### config.mk
export PLATFORM = sky130hd
export DESIGN_NAME = bsl_loader
export DESIGN_NICKNAME = d
export VERILOG_FILES = /design/src/bsl_pkg.sv /design/src/bsl_word_if.sv /design/src/bsl_word_pack.sv /design/src/bsl_loader.sv
export SDC_FILE = /design/constraint.sdc
export NUM_CORES = 1
export LEC_CHECK = 0
export ABC_AREA = 1
export BUFFER_PORTS_ARGS = -buffer_cell sky130_fd_sc_hd__buf_2
export CELL_PAD_IN_SITES_DETAIL_PLACEMENT = 2
export CELL_PAD_IN_SITES_GLOBAL_PLACEMENT = 2
export CORE_ASPECT_RATIO = 0.6
export CORE_MARGIN = 4
export CORE_UTILIZATION = 31
export CTS_CLUSTER_DIAMETER = 40
export DETAILED_ROUTE_END_ITERATION = 8
export GPL_ROUTABILITY_DRIVEN = 0
export GPL_TIMING_DRIVEN = 0
export PLACE_DENSITY_LB_ADDON = 0.1
export SLEW_MARGIN = 20
export SYNTH_ARGS = -nofsm -noshare
export SYNTH_HDL_FRONTEND = slang
export SYNTH_HIERARCHICAL = 1
export SYNTH_SLANG_ARGS = --single-unit
### constraint.sdc
create_clock -name clock -period 1.8 [get_ports clock]
set_clock_uncertainty 0.1 [all_clocks]
set_input_delay 0.27 -clock clock [delete_from_list [all_inputs] [get_ports clock]]
set_output_delay 0.27 -clock clock [all_outputs]
set_load 0.02 [all_outputs]
### src/bsl_pkg.sv
// constants and types shared by the boot stream loader files
`default_nettype none
package bsl_pkg;
	localparam logic [15:0] BSL_KEY_8BIT = 16'h08AA; // width key, byte stream
	localparam logic [15:0] BSL_KEY_16BIT = 16'h10AA; // width key, word stream
	localparam logic [7:0] BSL_KEY_LOW_BYTE = 8'hAA; // low byte common to both keys
	localparam logic [2:0] BSL_RSVD_LAST = 3'h7; // index of the eighth discarded word
	localparam logic [15:0] BSL_END_SIZE = 16'h0000; // block length that ends the load
	localparam int BSL_ENTRY_W = 23; // entry field spans bits 22 down to 0
	localparam int BSL_ENTRY_HI_W = 7; // bits 22..16 carried by word ten
	localparam int BSL_ADDR_W = 32; // destination address width
	localparam logic [BSL_ADDR_W-1:0] BSL_ADDR_ONE = 32'h0000_0001; // address step per word
	localparam logic [15:0] BSL_WORD_RST = 16'h0000; // reset value of word registers
	// loader states, gray coded from idle through data; key to abort, data to size and size to done are not
	typedef enum logic [3:0] {
		BSL_IDLE = 4'h0,
		BSL_KEY = 4'h1,
		BSL_RSVD = 4'h3,
		BSL_ENT_HI = 4'h2,
		BSL_ENT_LO = 4'h6,
		BSL_SIZE = 4'h7,
		BSL_ADR_HI = 4'h5,
		BSL_ADR_LO = 4'h4,
		BSL_DATA = 4'hC,
		BSL_DONE = 4'hD,
		BSL_ABORT = 4'hF
	} bsl_state_e;
endpackage
`default_nettype wire

### src/bsl_word_if.sv
// carrier between the loader and its word assembler
`default_nettype none
interface bsl_word_if;
	logic restart; // pulse: new load, forget width and half bytes
	logic raw_valid; // one raw transfer from the host port
	logic [15:0] raw_data; // raw transfer, bytes on bits 7..0
	logic word_valid; // pulse: one assembled 16-bit word
	logic [15:0] word_data; // assembled word
	logic wide; // stream width is 16 bits
	modport loader (output restart, output raw_valid, output raw_data,
		input word_valid, input word_data, input wide);
	modport packer (input restart, input raw_valid, input raw_data,
		output word_valid, output word_data, output wide);
endinterface
`default_nettype wire

### src/bsl_word_pack.sv
// word assembler: detects stream width and pairs bytes into words
`default_nettype none
module bsl_word_pack (
	input wire logic clock,
	input wire logic reset_n,
	bsl_word_if.packer wif
);
	logic seen_reg; // first transfer of the load already taken
	logic wide_reg; // 16-bit stream
	logic low_pend_reg; // low byte held, waiting for high byte
	logic [7:0] low_byte_reg; // held low byte
	logic word_valid_reg; // word strobe
	logic [15:0] word_data_reg; // word out

	assign wif.word_valid = word_valid_reg;
	assign wif.word_data = word_data_reg;
	assign wif.wide = wide_reg;

	// width detection from the first transfer; an unknown value is passed on whole
	// so the loader can refuse it as a key
	always_ff @(posedge clock or negedge reset_n) begin
		if (!reset_n) begin
			seen_reg <= 1'b0;
			wide_reg <= 1'b0;
		end else if (wif.restart) begin
			seen_reg <= 1'b0;
			wide_reg <= 1'b0;
		end else if (wif.raw_valid && !seen_reg) begin
			seen_reg <= 1'b1;
			wide_reg <= (wif.raw_data == bsl_pkg::BSL_KEY_16BIT);
		end
	end

	// byte pairing, low byte first
	always_ff @(posedge clock or negedge reset_n) begin
		if (!reset_n) begin
			low_pend_reg <= 1'b0;
			low_byte_reg <= 8'h00;
			word_valid_reg <= 1'b0;
			word_data_reg <= bsl_pkg::BSL_WORD_RST;
		end else begin
			word_valid_reg <= 1'b0;
			if (wif.restart) begin
				low_pend_reg <= 1'b0;
			end else if (wif.raw_valid) begin
				if (!seen_reg) begin
					// full 16-bit key, or a byte key low half, or garbage
					if (wif.raw_data != bsl_pkg::BSL_KEY_16BIT &&
						wif.raw_data[7:0] == bsl_pkg::BSL_KEY_LOW_BYTE &&
						wif.raw_data[15:8] == 8'h00) begin
						low_pend_reg <= 1'b1;
						low_byte_reg <= wif.raw_data[7:0];
					end else begin
						word_valid_reg <= 1'b1;
						word_data_reg <= wif.raw_data;
					end
				end else if (wide_reg) begin
					word_valid_reg <= 1'b1;
					word_data_reg <= wif.raw_data;
				end else if (!low_pend_reg) begin
					low_pend_reg <= 1'b1;
					low_byte_reg <= wif.raw_data[7:0];
				end else begin
					low_pend_reg <= 1'b0;
					word_valid_reg <= 1'b1;
					word_data_reg <= {wif.raw_data[7:0], low_byte_reg};
				end
			end
		end
	end

	// second byte lands above the first one
	property p_byte_pair;
		@(posedge clock) disable iff (!reset_n)
		(wif.raw_valid && seen_reg && !wide_reg && low_pend_reg && !wif.restart)
		|=> (word_valid_reg && word_data_reg[15:8] == $past(wif.raw_data[7:0]) &&
			word_data_reg[7:0] == $past(low_byte_reg));
	endproperty
	a_byte_pair: assert property (p_byte_pair) else $error("byte pair misassembled");
endmodule
`default_nettype wire

### src/bsl_loader.sv
// boot stream loader: parses key, header and blocks, writes block words to memory
// Contract
// first word is width key, 08AA or 10AA
// bad key aborts; nothing more stored
// eight following words read and dropped
// words ten, eleven give entry address
// on end, hand entry address to caller
// block length counts 16-bit words
// destination address follows length, high word first
// exactly length data words stored per block
// zero length ends load, nothing follows
// byte stream low byte first, high word first
// block words go to successive addresses
// error flag on abort, done flag on end
`default_nettype none
module bsl_loader (
	input wire logic clock,
	input wire logic reset_n,
	input wire logic start,
	input wire logic in_valid,
	input wire logic [15:0] in_data,
	output logic load_busy,
	output logic load_done,
	output logic load_error,
	output logic stream_wide,
	output logic entry_valid,
	output logic [bsl_pkg::BSL_ENTRY_W-1:0] entry_addr,
	output logic mem_we,
	output logic [bsl_pkg::BSL_ADDR_W-1:0] mem_addr,
	output logic [15:0] mem_wdata
);
	bsl_word_if wif (); // carrier to the assembler
	bsl_pkg::bsl_state_e state_reg; // parser state
	logic busy_reg; // load in progress
	logic done_reg; // load ended normally
	logic error_reg; // load aborted on key
	logic [2:0] rsvd_cnt_reg; // discarded header words so far
	logic [bsl_pkg::BSL_ENTRY_HI_W-1:0] entry_hi_reg; // entry bits 22..16
	logic [bsl_pkg::BSL_ENTRY_W-1:0] entry_reg; // captured entry address
	logic entry_valid_reg; // entry handed to caller
	logic [15:0] left_reg; // words still due in this block
	logic [15:0] addr_hi_reg; // destination bits 31..16
	logic [bsl_pkg::BSL_ADDR_W-1:0] wr_addr_reg; // next write address
	logic mem_we_reg; // memory write strobe
	logic [bsl_pkg::BSL_ADDR_W-1:0] mem_addr_reg; // write address out
	logic [15:0] mem_wdata_reg; // write data out
	logic launch; // start accepted
	logic wv; // assembled word present
	logic [15:0] wd; // assembled word

	// only a recognised width key may open the load
	function automatic logic key_ok(input logic [15:0] w);
		key_ok = (w == bsl_pkg::BSL_KEY_8BIT) || (w == bsl_pkg::BSL_KEY_16BIT);
	endfunction

	// start while busy is ignored so a running load cannot be corrupted
	assign launch = start && !busy_reg;
	assign wv = wif.word_valid;
	assign wd = wif.word_data;
	assign wif.restart = launch;
	// raw transfers only reach the assembler during a load
	assign wif.raw_valid = in_valid && busy_reg;
	assign wif.raw_data = in_data;

	bsl_word_pack u_pack (
		.clock(clock),
		.reset_n(reset_n),
		.wif(wif)
	);

	assign load_busy = busy_reg;
	assign load_done = done_reg;
	assign load_error = error_reg;
	assign stream_wide = wif.wide;
	assign entry_valid = entry_valid_reg;
	assign entry_addr = entry_reg;
	assign mem_we = mem_we_reg;
	assign mem_addr = mem_addr_reg;
	assign mem_wdata = mem_wdata_reg;

	// parser state machine
	always_ff @(posedge clock or negedge reset_n) begin
		if (!reset_n) begin
			state_reg <= bsl_pkg::BSL_IDLE;
		end else if (launch) begin
			state_reg <= bsl_pkg::BSL_KEY;
		end else if (wv) begin
			case (state_reg)
				bsl_pkg::BSL_KEY: begin
					// unknown key: park until the next start
					state_reg <= key_ok(wd) ? bsl_pkg::BSL_RSVD : bsl_pkg::BSL_ABORT;
				end
				bsl_pkg::BSL_RSVD: begin
					// eighth reserved word read
					if (rsvd_cnt_reg == bsl_pkg::BSL_RSVD_LAST) begin
						state_reg <= bsl_pkg::BSL_ENT_HI;
					end
				end
				bsl_pkg::BSL_ENT_HI: state_reg <= bsl_pkg::BSL_ENT_LO;
				bsl_pkg::BSL_ENT_LO: state_reg <= bsl_pkg::BSL_SIZE;
				bsl_pkg::BSL_SIZE: begin
					// zero length closes the stream
					state_reg <= (wd == bsl_pkg::BSL_END_SIZE) ? bsl_pkg::BSL_DONE
						: bsl_pkg::BSL_ADR_HI;
				end
				bsl_pkg::BSL_ADR_HI: state_reg <= bsl_pkg::BSL_ADR_LO;
				bsl_pkg::BSL_ADR_LO: state_reg <= bsl_pkg::BSL_DATA;
				bsl_pkg::BSL_DATA: begin
					// last word of the block, then the next length
					if (left_reg == 16'h0001) begin
						state_reg <= bsl_pkg::BSL_SIZE;
					end
				end
				default: state_reg <= state_reg; // idle, done, abort ignore words
			endcase
		end
	end

	// busy and status flags, kept until the next start
	always_ff @(posedge clock or negedge reset_n) begin
		if (!reset_n) begin
			busy_reg <= 1'b0;
			done_reg <= 1'b0;
			error_reg <= 1'b0;
		end else if (launch) begin
			busy_reg <= 1'b1;
			done_reg <= 1'b0;
			error_reg <= 1'b0;
		end else if (wv && state_reg == bsl_pkg::BSL_KEY && !key_ok(wd)) begin
			busy_reg <= 1'b0;
			error_reg <= 1'b1;
		end else if (wv && state_reg == bsl_pkg::BSL_SIZE && wd == bsl_pkg::BSL_END_SIZE) begin
			busy_reg <= 1'b0;
			done_reg <= 1'b1;
		end
	end

	// reserved word counter
	always_ff @(posedge clock or negedge reset_n) begin
		if (!reset_n) begin
			rsvd_cnt_reg <= 3'h0;
		end else if (launch) begin
			rsvd_cnt_reg <= 3'h0;
		end else if (wv && state_reg == bsl_pkg::BSL_RSVD) begin
			rsvd_cnt_reg <= rsvd_cnt_reg + 3'h1; // value dropped
		end
	end

	// entry address capture and hand-over
	always_ff @(posedge clock or negedge reset_n) begin
		if (!reset_n) begin
			entry_hi_reg <= '0;
			entry_reg <= '0;
			entry_valid_reg <= 1'b0;
		end else if (launch) begin
			entry_valid_reg <= 1'b0;
		end else if (wv) begin
			if (state_reg == bsl_pkg::BSL_ENT_HI) begin
				entry_hi_reg <= wd[bsl_pkg::BSL_ENTRY_HI_W-1:0];
			end
			if (state_reg == bsl_pkg::BSL_ENT_LO) begin
				entry_reg <= {entry_hi_reg, wd};
			end
			if (state_reg == bsl_pkg::BSL_SIZE && wd == bsl_pkg::BSL_END_SIZE) begin
				entry_valid_reg <= 1'b1;
			end
		end
	end

	// block length and destination address
	always_ff @(posedge clock or negedge reset_n) begin
		if (!reset_n) begin
			left_reg <= bsl_pkg::BSL_WORD_RST;
			addr_hi_reg <= bsl_pkg::BSL_WORD_RST;
			wr_addr_reg <= '0;
		end else if (wv) begin
			case (state_reg)
				bsl_pkg::BSL_SIZE: left_reg <= wd; // count of words
				bsl_pkg::BSL_ADR_HI: addr_hi_reg <= wd;
				bsl_pkg::BSL_ADR_LO: wr_addr_reg <= {addr_hi_reg, wd};
				bsl_pkg::BSL_DATA: begin
					left_reg <= left_reg - 16'h0001;
					wr_addr_reg <= wr_addr_reg + bsl_pkg::BSL_ADDR_ONE;
				end
				default: left_reg <= left_reg;
			endcase
		end
	end

	// memory write port, one word per strobe
	always_ff @(posedge clock or negedge reset_n) begin
		if (!reset_n) begin
			mem_we_reg <= 1'b0;
			mem_addr_reg <= '0;
			mem_wdata_reg <= bsl_pkg::BSL_WORD_RST;
		end else begin
			mem_we_reg <= 1'b0;
			if (wv && !launch && state_reg == bsl_pkg::BSL_DATA) begin
				mem_we_reg <= 1'b1;
				mem_addr_reg <= wr_addr_reg;
				mem_wdata_reg <= wd;
			end
		end
	end

	property p_bad_key;
		@(posedge clock) disable iff (!reset_n)
		(wv && !launch && state_reg == bsl_pkg::BSL_KEY && !key_ok(wd))
		|=> (state_reg == bsl_pkg::BSL_ABORT && error_reg && !busy_reg);
	endproperty
	a_bad_key: assert property (p_bad_key) else $error("bad key not aborted");

	property p_abort_quiet;
		@(posedge clock) disable iff (!reset_n)
		(state_reg == bsl_pkg::BSL_ABORT && !start) |=> (!mem_we_reg && !wif.word_valid);
	endproperty
	a_abort_quiet: assert property (p_abort_quiet) else $error("write after abort");

	property p_good_key;
		@(posedge clock) disable iff (!reset_n)
		(wv && !launch && state_reg == bsl_pkg::BSL_KEY && key_ok(wd))
		|=> (state_reg == bsl_pkg::BSL_RSVD && rsvd_cnt_reg == 3'h0);
	endproperty
	a_good_key: assert property (p_good_key) else $error("valid key refused");

	property p_rsvd_eight;
		@(posedge clock) disable iff (!reset_n)
		(wv && !launch && state_reg == bsl_pkg::BSL_RSVD)
		|=> (state_reg == (($past(rsvd_cnt_reg) == 3'h7) ? bsl_pkg::BSL_ENT_HI
			: bsl_pkg::BSL_RSVD)) && !mem_we_reg;
	endproperty
	a_rsvd_eight: assert property (p_rsvd_eight) else $error("reserved count wrong");

	property p_entry;
		@(posedge clock) disable iff (!reset_n)
		(wv && !launch && state_reg == bsl_pkg::BSL_ENT_LO)
		|=> (entry_reg == {$past(entry_hi_reg), $past(wd)});
	endproperty
	a_entry: assert property (p_entry) else $error("entry address wrong");

	property p_end;
		@(posedge clock) disable iff (!reset_n)
		(wv && !launch && state_reg == bsl_pkg::BSL_SIZE && wd == bsl_pkg::BSL_END_SIZE)
		|=> (done_reg && entry_valid_reg && state_reg == bsl_pkg::BSL_DONE && !busy_reg);
	endproperty
	a_end: assert property (p_end) else $error("end of load not flagged");

	property p_size;
		@(posedge clock) disable iff (!reset_n)
		(wv && !launch && state_reg == bsl_pkg::BSL_SIZE && wd != bsl_pkg::BSL_END_SIZE)
		|=> (state_reg == bsl_pkg::BSL_ADR_HI && left_reg == $past(wd));
	endproperty
	a_size: assert property (p_size) else $error("block length not taken");

	property p_dest;
		@(posedge clock) disable iff (!reset_n)
		(wv && !launch && state_reg == bsl_pkg::BSL_ADR_LO)
		|=> (wr_addr_reg == {addr_hi_reg, $past(wd)} && state_reg == bsl_pkg::BSL_DATA);
	endproperty
	a_dest: assert property (p_dest) else $error("destination assembled wrong");

	property p_write;
		@(posedge clock) disable iff (!reset_n)
		(wv && !launch && state_reg == bsl_pkg::BSL_DATA)
		|=> (mem_we_reg && mem_wdata_reg == $past(wd) && mem_addr_reg == $past(wr_addr_reg)
			&& wr_addr_reg == $past(wr_addr_reg) + bsl_pkg::BSL_ADDR_ONE);
	endproperty
	a_write: assert property (p_write) else $error("block word not written");

	property p_block_end;
		@(posedge clock) disable iff (!reset_n)
		(wv && !launch && state_reg == bsl_pkg::BSL_DATA && left_reg == 16'h0001)
		|=> (state_reg == bsl_pkg::BSL_SIZE);
	endproperty
	a_block_end: assert property (p_block_end) else $error("block length overrun");
endmodule
`default_nettype wire

* Word-level counts from Yosys, hierarchy flattened
Index checks and enable logic that the tools add are counted.
** Word-level totals
- Output and inout bits :: 77
- Logic and storage cells :: 138
- Bits in registers :: 182
- Bits of input ports :: 20
** Cells by class
- Mux-type cells :: 47
- Bitwise operators :: 1
- Reduce and logical (&&, ||, !) cells :: 44
- Add/sub/neg operators :: 3
- Equal/unequal tests :: 23
** Operator list (count)
- $mux W16 :: 4
- $pmux W32 S2 :: 1
- $add A32 B1 Y32 const B :: 1
- $eq A16 B13 Y1 const B :: 2
- $mux W8 :: 4
- $pmux W16 S2 :: 1
- $pmux W4 S8 :: 1
- $mux W1 :: 28
- $mux W4 :: 6
- $reduce_bool A2 Y1 :: 10
- $eq A16 B1 Y1 const B :: 1
- $eq A16 B12 Y1 const B :: 1
- $eq A4 B3 Y1 const B :: 4
- $logic_not A16 Y1 :: 1
- $ne A16 B13 Y1 const B :: 1
- $sub A16 B1 Y16 const B :: 1
- $logic_and A1 B1 Y1 :: 13
- $ne A3 B3 Y1 const B :: 4
- $reduce_and A2 Y1 :: 5
- $reduce_and A3 Y1 :: 3
- $reduce_bool A9 Y1 :: 1
- $eq A4 B2 Y1 const B :: 2
- $eq A8 B8 Y1 const B :: 1
- $logic_not A8 Y1 :: 1
- 13 further kinds :: 21

* Longest topological paths before layout
Gate-level depths: netlist of run 1.
- Depth after elaboration :: 7
- Mapped depth :: 12
- Gate-level depth less buffers :: 12

* Hierarchy
Netlist of run 1, hierarchy kept.
** Modules (own cells, without submodules)
- bsl_loader :: area each 7646.1 um^2, times used 1, seq. area each 3853.7 um^2, cells each 1010
- bsl_word_pack :: area each 1415.1 um^2, times used 1, seq. area each 700.7 um^2, cells each 187

* Worst setup path before layout of run 1
No wires, ideal clock.
- Path type :: reg2reg
- From :: register busy_reg, in the netlist load_busy
- To :: register u_pack.word_data_reg[0], in the netlist u_pack/wif.word_data[0]
- Cell stages (with the launch flop) :: 8
- Buffers on the path :: 1
- Data arrival time :: 1.600 ns
- Data required time :: 1.583 ns
- Period minus slack after synthesis :: 1.817 ns
- Setup time :: 0.117 ns
- Slack :: -0.017 ns
- Cell sequence :: dfrtp_1 > nor2_2 > inv_1 > nand2_1 > clkinv_1 > clkbuf_1 > nand3_1 > nand2_1
** On the way
- Cells in the longest elaborated chain, start to end :: 4
- Elaborated cells on any way between the ends :: 5
- Those cells by class :: bitwise (1); reduce/logical (4)
** RTL lines
- from (decl) :: RTL line bsl_loader.sv:34 : logic busy_reg;
- from (signal assigned) :: RTL line bsl_loader.sv:122 : busy_reg <= 1'b0;
- from (signal assigned) :: RTL line bsl_loader.sv:126 : busy_reg <= 1'b1;
- from (signal assigned) :: RTL line bsl_loader.sv:130 : busy_reg <= 1'b0;
- $logic_not A1 Y1 :: RTL line bsl_loader.sv:57 : assign launch = start && !busy_reg;
- $logic_and A1 B1 Y1 :: RTL line bsl_loader.sv:57
- named net launch :: RTL line bsl_loader.sv:47 : logic launch;
- $not A1 Y1 (no line)
- $reduce_and A4 Y1 (no line)
- to (signal assigned) :: RTL line bsl_word_pack.sv:55 : word_data_reg <= wif.raw_data;
- to (signal assigned) :: RTL line bsl_word_pack.sv:59 : word_data_reg <= wif.raw_data;
- to (signal assigned) :: RTL line bsl_word_pack.sv:66 : word_data_reg <= {wif.raw_data[7:0], low_byte_reg};
- to (decl) :: RTL line bsl_word_pack.sv:13 : logic [15:0] word_data_reg;
The timed path passes the listed nets, and every way through them passes these cells.
A chain may end at the register's enable or synchronous reset.

* Final worst setup path of run 1
- From :: register wr_addr_reg[0] (netlist bit)
- To :: register wr_addr_reg[20] (netlist bit)
** On the way
- Cells in the longest elaborated chain, start to end :: 2
** RTL lines
- from (decl) :: RTL line bsl_loader.sv:43 : logic [bsl_pkg::BSL_ADDR_W-1:0] wr_addr_reg;
- from (signal assigned) :: RTL line bsl_loader.sv:180 : bsl_pkg::BSL_ADR_LO: wr_addr_reg <= {addr_hi_reg, wd};
- from (signal assigned) :: RTL line bsl_loader.sv:183 : wr_addr_reg <= wr_addr_reg + bsl_pkg::BSL_ADDR_ONE;
- $add A32 B1 Y32 :: RTL line bsl_loader.sv:183
- $pmux W32 S2 :: RTL line bsl_loader.sv:177 : case (state_reg)
Every way passes these cells.

==> results of run 1 <==
==> synthesized netlist by cell type, drive strengths merged <==
master,number,area (um^2)
nor3,3,15.0
ha,5,62.6
nand4,15,93.8
o22ai,5,31.3
clkinv,1,3.75
dfrtp,182,4550
mux2,7,78.8
a22oi,7,52.6
o21ai,132,661
o21a,3,22.5
buf,33,203
o211ai,1,7.51
xor2,2,17.5
a31oi,5,31.3
nand3b,3,22.5
nand3,78,395
inv,105,394
mux2i,1,10.0
nand2,392,1490
clkbuf,11,41.3
xnor2,2,17.5
nor2,167,667
o21bai,2,15.0
or2,2,12.5
a21oi,33,165
==> metrics by stage <==
| step | util [%] | area (um^2) | hold WS (ps) | setup TNS, ps |
|---|---|---|---|---|
| floorplan | - | 9070 | -126 | 0 |
| global placement | 34.8 | 10000 | 360 | -556160 |
| detailed placement | 35.0 | 10100 | -26.8 | -22440 |
| CTS | 38.7 | 11100 | 9.08 | -37.4 |
| global route | 40.3 | 11600 | 53.9 | -1340 |
| finish | 40.4 | 11600 | 32.7 | -20.6 |
==> routing by layer <==
layer  track usage (%)  share of wire, %  wire (um)  up-vias
met5                 0                 0          0        -
met4              4.38              0.75        282        0
met3              4.49               4.5       1690       16
met2              33.7                42      15700      136
met1              36.6                53      19600     4599
li1                  -                 -          -     4159
==> cells by family after synthesis <==
family	after synthesis	synth area share [%]
DFF	182	50.3
muxes	8	0.980
AOI/OAI and AO/OA	188	10.9
buffers and inverters	150	7.08
and+or+nand+nor	660	29.7
xor gates and xnor gates	4	0.387
adders and majority gates	5	0.690
==> path summary, 6_finish.rpt <==
path	from	end	slack (ps)
setup / recovery	wr_addr_reg[0]$_DFFE_PN0P_	wr_addr_reg[20]$_DFFE_PN0P_	-20
hold / removal	in_data[12]	u_pack/wif.wide$_DFFE_PN0P_	30
setup reg to reg	wr_addr_reg[0]$_DFFE_PN0P_	wr_addr_reg[20]$_DFFE_PN0P_	-20
hold reg to reg	u_pack/low_byte_reg[3]$_DFFE_PN0P_	u_pack/low_byte_reg[3]$_DFFE_PN0P_	380
max in group asynchronous	reset_n	wr_addr_reg[2]$_DFFE_PN0P_	810
min in group asynchronous	reset_n	entry_addr[21]$_DFFE_PN0P_	90
==> power groups by stage <==
| stage | clock network (W) | logic (W) | registers, W |
|---|---|---|---|
| 2_1_floorplan | 0 | 0.00423 | 0.00732 |
| 3_3_place_gp | 0 | 0.00717 | 0.00714 |
| 3_5_place_dp | 0 | 0.00749 | 0.00720 |
| 4_1_cts | 0.00424 | 0.00794 | 0.00718 |
| 5_1_grt | 0.00444 | 0.00942 | 0.00746 |
| 6_report | 0.00416 | 0.00848 | 0.00724 |
==> area by class of cell <==
type | instances | area [um^2] | area share (%)
antenna | 1 | 2.50 | 0.0216
buffer | 44 | 374 | 3.22
clock buffer | 18 | 439 | 3.78
clock inverter | 14 | 186 | 1.61
inverter | 106 | 430 | 3.71
multi-input combinational | 865 | 4210 | 36.3
sequential | 182 | 4570 | 39.3
tap | 375 | 469 | 4.04
timing repair buffer | 144 | 926 | 7.98
==> worst max-delay path, cell delays in order, from the launching register on <==
cell	delay, ps
dfrtp_1	390
ha_2	210
nand2_2	60
nor2_4	230
nand2_4	140
nor2_4	180
nand2_2	70
o21bai_1	120
nand2_1	80
nand2_1	80
inv_1	40
==> timing repair <==
| item | in CTS | in global routing |
|---|---|---|
| pin swaps | 13 | 28 |
| hold endpoints to repair | 189 | 0 |
| resized for setup | 69 | 114 |
| setup buffers | 16 | 22 |
| hold buffers | 8 | 0 |
| endpoints found under the setup margin | 168 | 163 |
==> run_results.csv, run 1 <==
group,metric,value,unit
outcome,outcome,"finished with violations",
outcome,violations,"setup timing",
synth,syn_nets,1222,
power_and_ir_drop,p_clk_share,20.9,%
global_route,first_global_vias,9529,
synth,synth_seq_cells,182,
floorplan,std_cell_rows,48,
clocking,h-tree-depth,4,
cells_and_area,final_cell_mix,"368 x nand2_1, 172 x dfrtp_1, 131 x nor2_1",
sta,rsz0062_at_grt,"true",
floorplan,core-area,28800,um^2
floorplan,fp.dieH,140,um
worst_setup_path,required,2060,ps
sta,finalSetupViolCount,2,
clocking,clk_pin_slew,80,ps
power_and_ir_drop,switchingPower,0.00917,W
route,antenna_left,0,
route,firstDrtPassIters,4,
cells_and_area,area_growth_syn_to_layout,28.1,%
sta,min_period,1820,ps
global_route,grt-ovfl-total,0,
clocking,cts_tree,"yes",
worst_setup_path,crit_type,"reg2reg",
floorplan,ioPinCount,97,
clocking,clock-sinks,182,
synth,yosys_warnings,6,
power_and_ir_drop,swShare,46.1,%
global_route,grt_max_degree,92,
power_and_ir_drop,p_int,0.0107,W
power_and_ir_drop,seq_power_share,36.4,%
sta,drv_slew,0,
floorplan,die_w,229,um
power_and_ir_drop,finalPower,0.0199,W
worst_setup_path,end_kind,"register",
power_and_ir_drop,p_per_area,1710,nW/um^2
sta,fin_crit_sh,101,%
placed_design,io_buffers,96,
sta,setup_slack,-19.4,ps
route,via_per_inst,5.09,
cells_and_area,drive_gt1_share,23.2,%
sta,hold_viol_final,0,
route,drc,0,
worst_setup_path,reg2reg_depth,10,
synth,postSynthAreaPerCell,7.57,um^2
synth,synth-seq-area-share,50.3,%
synth,postSynthCellCount,1197,
placed_design,pre_cts_ws,-439,ps
worst_hold_path,whs_path_depth,3,
route,drtIter0Drc,578,
floorplan,fp.dieArea,32100,um^2
route,avgRoutedWirePerCell,21.4,um
floorplan,initial_utilization,31.5,%
route,vias,8910,
sta,worst_pin_slew,624,ps
worst_setup_path,crit_arrival,2080,ps
cells_and_area,fill_cells,3303,
clocking,ctsRootBufferMaster,"clkbuf_16",
clocking,clockBufferDepth,2,
power_and_ir_drop,power_frac_comb,42.6,%
synth,synthesis.area,9060,um^2
worst_setup_path,cp_max_fo,5,
global_route,antenna_found_initial,1,
job,drv_cap,0,
placed_design,dp_cells,1670,
route,routed_wl,37400,um
worst_setup_path,start_kind,"register",
power_and_ir_drop,p_leak,5.63,nW
synth,ys_types,35,
worst_hold_path,min_path_type,"in2reg",
sta,slew_headroom,58.4,%
sta,fmax,550,MHz
clocking,clock_latency,460,ps
power_and_ir_drop,peakVddDrop,0.710,mV
cells_and_area,nets,1385,
clocking,numCtsBuffers,17,
cells_and_area,final_common_cell,"nand2_1",
cells_and_area,layout.cells.non_filler,1749,
global_route,track_usage,23.5,%
placed_design,hpwl,27300,um
global_route,grt_pass1_wl,57800,um
Power figures use the tool's default switching activity.
==> run 2, diff against run 1 <==
- REMOVE_ABC_BUFFERS: not set -> 1
==> run 2 against run 1 <==
The run still ends with setup timing left. Routed wire length increased by 4.4%. Cell count is 0.29% higher. Via count grew 1.4%. Sequential power is 1% higher. Cell area grew 3.0%. Global-route usage rose by 0.15 points. Critical path type unchanged. Largest cell class unchanged.
==> run_results.csv, run 2 (synthesized netlist as in run 1, its figures left out) <==
group,metric,value,unit
route,firstDrtPassIters,5,
clocking,clockBufferDepth,2,
sta,drv_slew,0,
outcome,violations,"setup timing",
cells_and_area,layout.cells.non_filler,1754,
cells_and_area,final_common_cell,"nand2_1",
worst_setup_path,crit_type,"reg2reg",
sta,worst_pin_slew,466,ps
job,drv_cap,0,
global_route,first_global_vias,9564,
power_and_ir_drop,seq_power_share,35.3,%
power_and_ir_drop,p_int,0.0110,W
route,via_per_inst,5.15,
route,vias,9033,
floorplan,initial_utilization,31.5,%
sta,hold_viol_final,0,
power_and_ir_drop,switchingPower,0.00978,W
clocking,cts_tree,"yes",
cells_and_area,antenna_cells,0,
power_and_ir_drop,p_clk_share,18.9,%
worst_setup_path,required,2080,ps
route,drc,0,
worst_setup_path,slowest_stage,"dfrtp_1",
cells_and_area,area_growth_syn_to_layout,32.0,%
cells_and_area,drive_gt1_share,24.9,%
clocking,h-tree-depth,4,
power_and_ir_drop,p_leak,5.69,nW
worst_setup_path,path_cells,"nor2_1 -> nand2_1 -> nor2_1 -> xor2_1 -> nand2_1 -> a21oi_1",
worst_setup_path,worst-path-buf-inv,0,
sta,fmax,546,MHz
floorplan,core-area,28800,um^2
worst_setup_path,crit_arrival,2110,ps
placed_design,pre_cts_ws,-1330,ps
placed_design,dp_cells,1631,
sta,fin_hold_ws,22.0,ps
clocking,clock_latency,460,ps
clocking,numCtsBuffers,17,
route,routed_wl,39000,um
power_and_ir_drop,power_frac_comb,45.8,%
placed_design,io_buffers,96,
power_and_ir_drop,peakVddDrop,0.698,mV
power_and_ir_drop,p_per_area,1730,nW/um^2
clocking,clk_pin_slew,70,ps
outcome,outcome,"finished with violations",
placed_design,hpwl,24900,um
worst_setup_path,end_kind,"register",
power_and_ir_drop,swShare,47.2,%
global_route,track_usage,23.6,%
floorplan,std_cell_rows,48,
clocking,ctsRootBufferMaster,"clkbuf_16",
sta,rsz0062_at_grt,"true",
power_and_ir_drop,finalPower,0.0207,W
global_route,grt-ovfl-total,0,
global_route,grt_pass1_wl,58700,um
floorplan,fp.dieArea,32100,um^2
worst_setup_path,slowest_delay,420,ps
route,antenna_left,0,
sta,slew_headroom,68.8,%
sta,fin_crit_sh,102,%
floorplan,fp.dieH,140,um
cells_and_area,final_cell_mix,"365 x nand2_1, 171 x dfrtp_1, 128 x nor2_1",
worst_hold_path,min_path_type,"in2reg",
global_route,grt_max_degree,66,
sta,finalSetupViolCount,4,
sta,fin_setup_tns,-56.0,ps
global_route,antenna_found_initial,0,
sta,setup_slack,-32.4,ps
route,avgRoutedWirePerCell,22.2,um
cells_and_area,nets,1391,
sta,min_period,1830,ps
floorplan,die_w,229,um
worst_setup_path,start_kind,"register",
clocking,clock-sinks,182,
worst_setup_path,cp_max_fo,4,
route,drtIter0Drc,599,
floorplan,ioPinCount,97,
worst_setup_path,cp_top_family,"simple AND/OR/NAND/NOR gates",
run 2: path summary, 6_finish.rpt:
path | cells past startpoint | slack [ps] | start | to
setup / recovery | 6 | -30 | left_reg[4]$_DFFE_PN0P_ | left_reg[5]$_DFFE_PN0P_
hold / removal | 3 | 20 | in_data[2] | u_pack/low_byte_reg[2]$_DFFE_PN0P_
setup reg to reg | 6 | -30 | left_reg[4]$_DFFE_PN0P_ | left_reg[5]$_DFFE_PN0P_
hold reg to reg | 2 | 380 | u_pack/low_byte_reg[5]$_DFFE_PN0P_ | u_pack/low_byte_reg[5]$_DFFE_PN0P_
max in group asynchronous | 4 | 310 | reset_n | load_busy$_DFFE_PN0P_
min in group asynchronous | 2 | 220 | reset_n | left_reg[14]$_DFFE_PN0P_
run 2: final cells by class:
| class | count | area [um^2] |
|---|---|---|
| Clock buffer | 18 | 439 |
| Timing Repair inverter | 1 | 8.76 |
| Inverter | 106 | 443 |
| Timing Repair Buffer | 188 | 1490 |
| Tap cell | 375 | 469 |
| Multi-Input combinational cell | 870 | 4390 |
| Fill cell | 3239 | 16800 |
| Clock inverter | 14 | 149 |
| Sequential cell | 182 | 4570 |
run 2: stage by stage:
| step | area [um^2] | util [%] |
|---|---|---|
| after floorplan | 8820 | - |
| after global placement | 9770 | 34.0 |
| after detailed placement | 9980 | 34.7 |
| after CTS | 11300 | 39.3 |
| after global routing | 12000 | 41.6 |
| final | 12000 | 41.6 |
run 2: worst min-delay path, cell delays in order:
cell and delay (ps):
buf_2 120, nand4_1 100, nand2_1 60
run 2: power by group through the flow:
stage          clock (W)  combinational, W  sequential (W)
2_1_floorplan          0           0.00400         0.00736
3_3_place_gp           0           0.00691         0.00719
3_5_place_dp           0           0.00731         0.00725
4_1_cts          0.00399           0.00840         0.00720
5_1_grt          0.00421            0.0104         0.00755
6_report         0.00392           0.00949         0.00733
run 2: routing by layer:
layer | wire length (um) | global-route usage [%] | up-vias
met3 | 1860 | 5.96 | 26
met4 | 381 | 4.51 | 0
li1 | - | - | 4183
met5 | 0 | 0 | -
met2 | 17000 | 34.4 | 166
met1 | 19800 | 35.5 | 4658
run 2: what timing repair did:
item                                    4_1_cts  5_1_grt
hold buffers                                  7        0
cloned                                        7        3
buffers inserted                             37       37
gates resized for setup                      77       95
endpoints found under the setup margin      180      130
pin swaps                                    15       25
hold endpoints to repair                     60        0
==> run 3, diff against run 2 <==
==> constraint.sdc (replaced) <==
create_clock -name clock -period 1.8 [get_ports clock]
set_clock_uncertainty 0.1 [all_clocks]
set_input_delay 0.36 -clock clock [delete_from_list [all_inputs] [get_ports clock]]
set_output_delay 0.36 -clock clock [all_outputs]
set_load 0.02 [all_outputs]
==> run 3 against run 2 <==
The flow still finishes with violations (setup timing). Clock-buffer cell count did not move. First-iteration DRC count fell by 13%. Sequential cell count unchanged. Power shrank 1.1%.
==> run_results.csv, run 3 (synthesized netlist as in run 1, its figures left out) <==
group,metric,value,unit
sta,min_period,1800,ps
global_route,first_global_vias,9527,
power_and_ir_drop,p_leak,5.62,nW
route,drc,0,
cells_and_area,final_common_cell,"nand2_1",
cells_and_area,post-route-util,41.0,%
sta,fin_setup_tns,-6.35,ps
route,antenna_left,0,
placed_design,io_buffers,96,
clocking,clockBufferDepth,2,
worst_setup_path,required,2030,ps
power_and_ir_drop,finalPower,0.0205,W
route,firstDrtPassIters,5,
cells_and_area,final_cell_mix,"366 x nand2_1, 171 x dfrtp_1, 123 x nor2_1",
route,via_per_inst,5.12,
floorplan,initial_utilization,31.5,%
clocking,clock-sinks,182,
floorplan,fp.dieH,140,um
cells_and_area,layout.cells.non_filler,1741,
floorplan,std_cell_rows,48,
sta,drv_slew,0,
power_and_ir_drop,switchingPower,0.00964,W
worst_setup_path,cp_top_family,"flip-flops",
sta,worst_pin_slew,467,ps
floorplan,ioPinCount,97,
worst_setup_path,path_cells,"nor2_4 -> buf_6 -> buf_4 -> nand3_4 -> a21oi_1 -> o22ai_1",
sta,slew_headroom,68.9,%
worst_setup_path,slowest_delay,470,ps
placed_design,hpwl,24900,um
outcome,violations,"setup timing",
clocking,cts_tree,"yes",
sta,fmax,554,MHz
floorplan,fp.dieArea,32100,um^2
floorplan,die_w,229,um
cells_and_area,nets,1378,
power_and_ir_drop,seq_power_share,35.7,%
worst_setup_path,crit_arrival,2030,ps
route,avgRoutedWirePerCell,22.1,um
worst_setup_path,start_kind,"register",
outcome,outcome,"finished with violations",
worst_setup_path,worst-path-buf-inv,2,
route,vias,8921,
cells_and_area,area_growth_syn_to_layout,30.1,%
route,drtIter0Drc,519,
clocking,h-tree-depth,4,
worst_setup_path,cp_max_fo,10,
global_route,grt_pass1_wl,58500,um
power_and_ir_drop,peakVddDrop,0.681,mV
route,routed_wl,38500,um
cells_and_area,antenna_cells,0,
clocking,clock_latency,460,ps
sta,fin_hold_ws,74.7,ps
clocking,numCtsBuffers,17,
job,drv_cap,0,
power_and_ir_drop,p_clk_share,19.0,%
worst_hold_path,min_path_type,"in2reg",
sta,finalSetupViolCount,2,
sta,fin_crit_sh,100,%
placed_design,dp_cells,1631,
worst_setup_path,slowest_stage,"dfrtp_2",
sta,setup_slack,-3.62,ps
global_route,grt_max_degree,66,
global_route,track_usage,23.5,%
worst_setup_path,end_kind,"register",
clocking,ctsRootBufferMaster,"clkbuf_16",
floorplan,core-area,28800,um^2
cells_and_area,drive_gt1_share,25.1,%
global_route,grt-ovfl-total,0,
power_and_ir_drop,power_frac_comb,45.2,%
clocking,clk_pin_slew,80,ps
worst_setup_path,crit_type,"reg2reg",
power_and_ir_drop,p_int,0.0109,W
global_route,antenna_found_initial,0,
power_and_ir_drop,p_per_area,1740,nW/um^2
power_and_ir_drop,swShare,47.0,%
sta,rsz0062_at_grt,"true",
sta,hold_viol_final,0,
run 3: changes by cell type in the layout (fill, tap and decap cells not counted), sizes merged:
cell / delta
buf: -6
clkinvlp: +1
dlygate4sd3: -6
inv: -1
nand3: -1
run 3: metal layers:
metal / share of wire [%] / GRT usage [%]
met5: 0 / 0
met3: 5.6 / 5.96
met1: 50 / 35.4
met4: 1.1 / 4.51
met2: 43 / 34.3
run 3: repair_timing:
action / 4_1_cts / 5_1_grt
buffers inserted: 37 / 31
gates cloned: 7 / 2
pin swaps: 15 / 24
hold endpoints to repair: 54 / 0
resized for setup: 77 / 95
endpoints found under the setup margin: 180 / 130
hold buffers: 1 / 0
run 3: final cells by class:
class | count | area (um^2)
fillers | 3245 | 17000
flip-flops and latches | 182 | 4570
multi-input cells | 869 | 4340
repair buffers | 176 | 1360
well taps | 375 | 469
inverters | 106 | 447
clock buffers | 18 | 439
clock inverters | 14 | 149
repair inverters | 1 | 8.76
run 3: stage by stage:
step                      setup slack (ps)  instance area, um^2
after detailed placement             -1330                 9980
after CTS                            -34.8                11200
final                                -3.62                11800
after floorplan                      -1710                 8820
after global placement               -3880                 9770
after global routing                 -92.7                11800
run 3: path summary, 6_finish.rpt:
check / endpoint / slack [ps] / from / depth (start not counted)
max: left_reg[6]$_DFFE_PN0P_ / -4 / state_reg[0]$_DFFE_PN0P_ / 6
min in group asynchronous: left_reg[14]$_DFFE_PN0P_ / 310 / reset_n / 2
max in group asynchronous: state_reg[2]$_DFFE_PN0P_ / 220 / reset_n / 4
min: u_pack/low_byte_reg[7]$_DFFE_PN0P_ / 70 / in_data[7] / 3
min reg2reg: u_pack/low_byte_reg[5]$_DFFE_PN0P_ / 380 / u_pack/low_byte_reg[5]$_DFFE_PN0P_ / 2
max reg2reg: left_reg[6]$_DFFE_PN0P_ / -4 / state_reg[0]$_DFFE_PN0P_ / 6
run 3: power groups by stage:
stage / registers [W] / clock network (W) / logic, W
2_1_floorplan: 0.00736 / 0 / 0.00400
3_3_place_gp: 0.00719 / 0 / 0.00691
6_report: 0.00733 / 0.00390 / 0.00928
3_5_place_dp: 0.00725 / 0 / 0.00731
4_1_cts: 0.00720 / 0.00399 / 0.00839
5_1_grt: 0.00757 / 0.00421 / 0.0102
run 3: tightest hold or removal path, cell delays in order:
cell	delay [ps]
buf_2	110
nand4_1	80
nand2_1	50
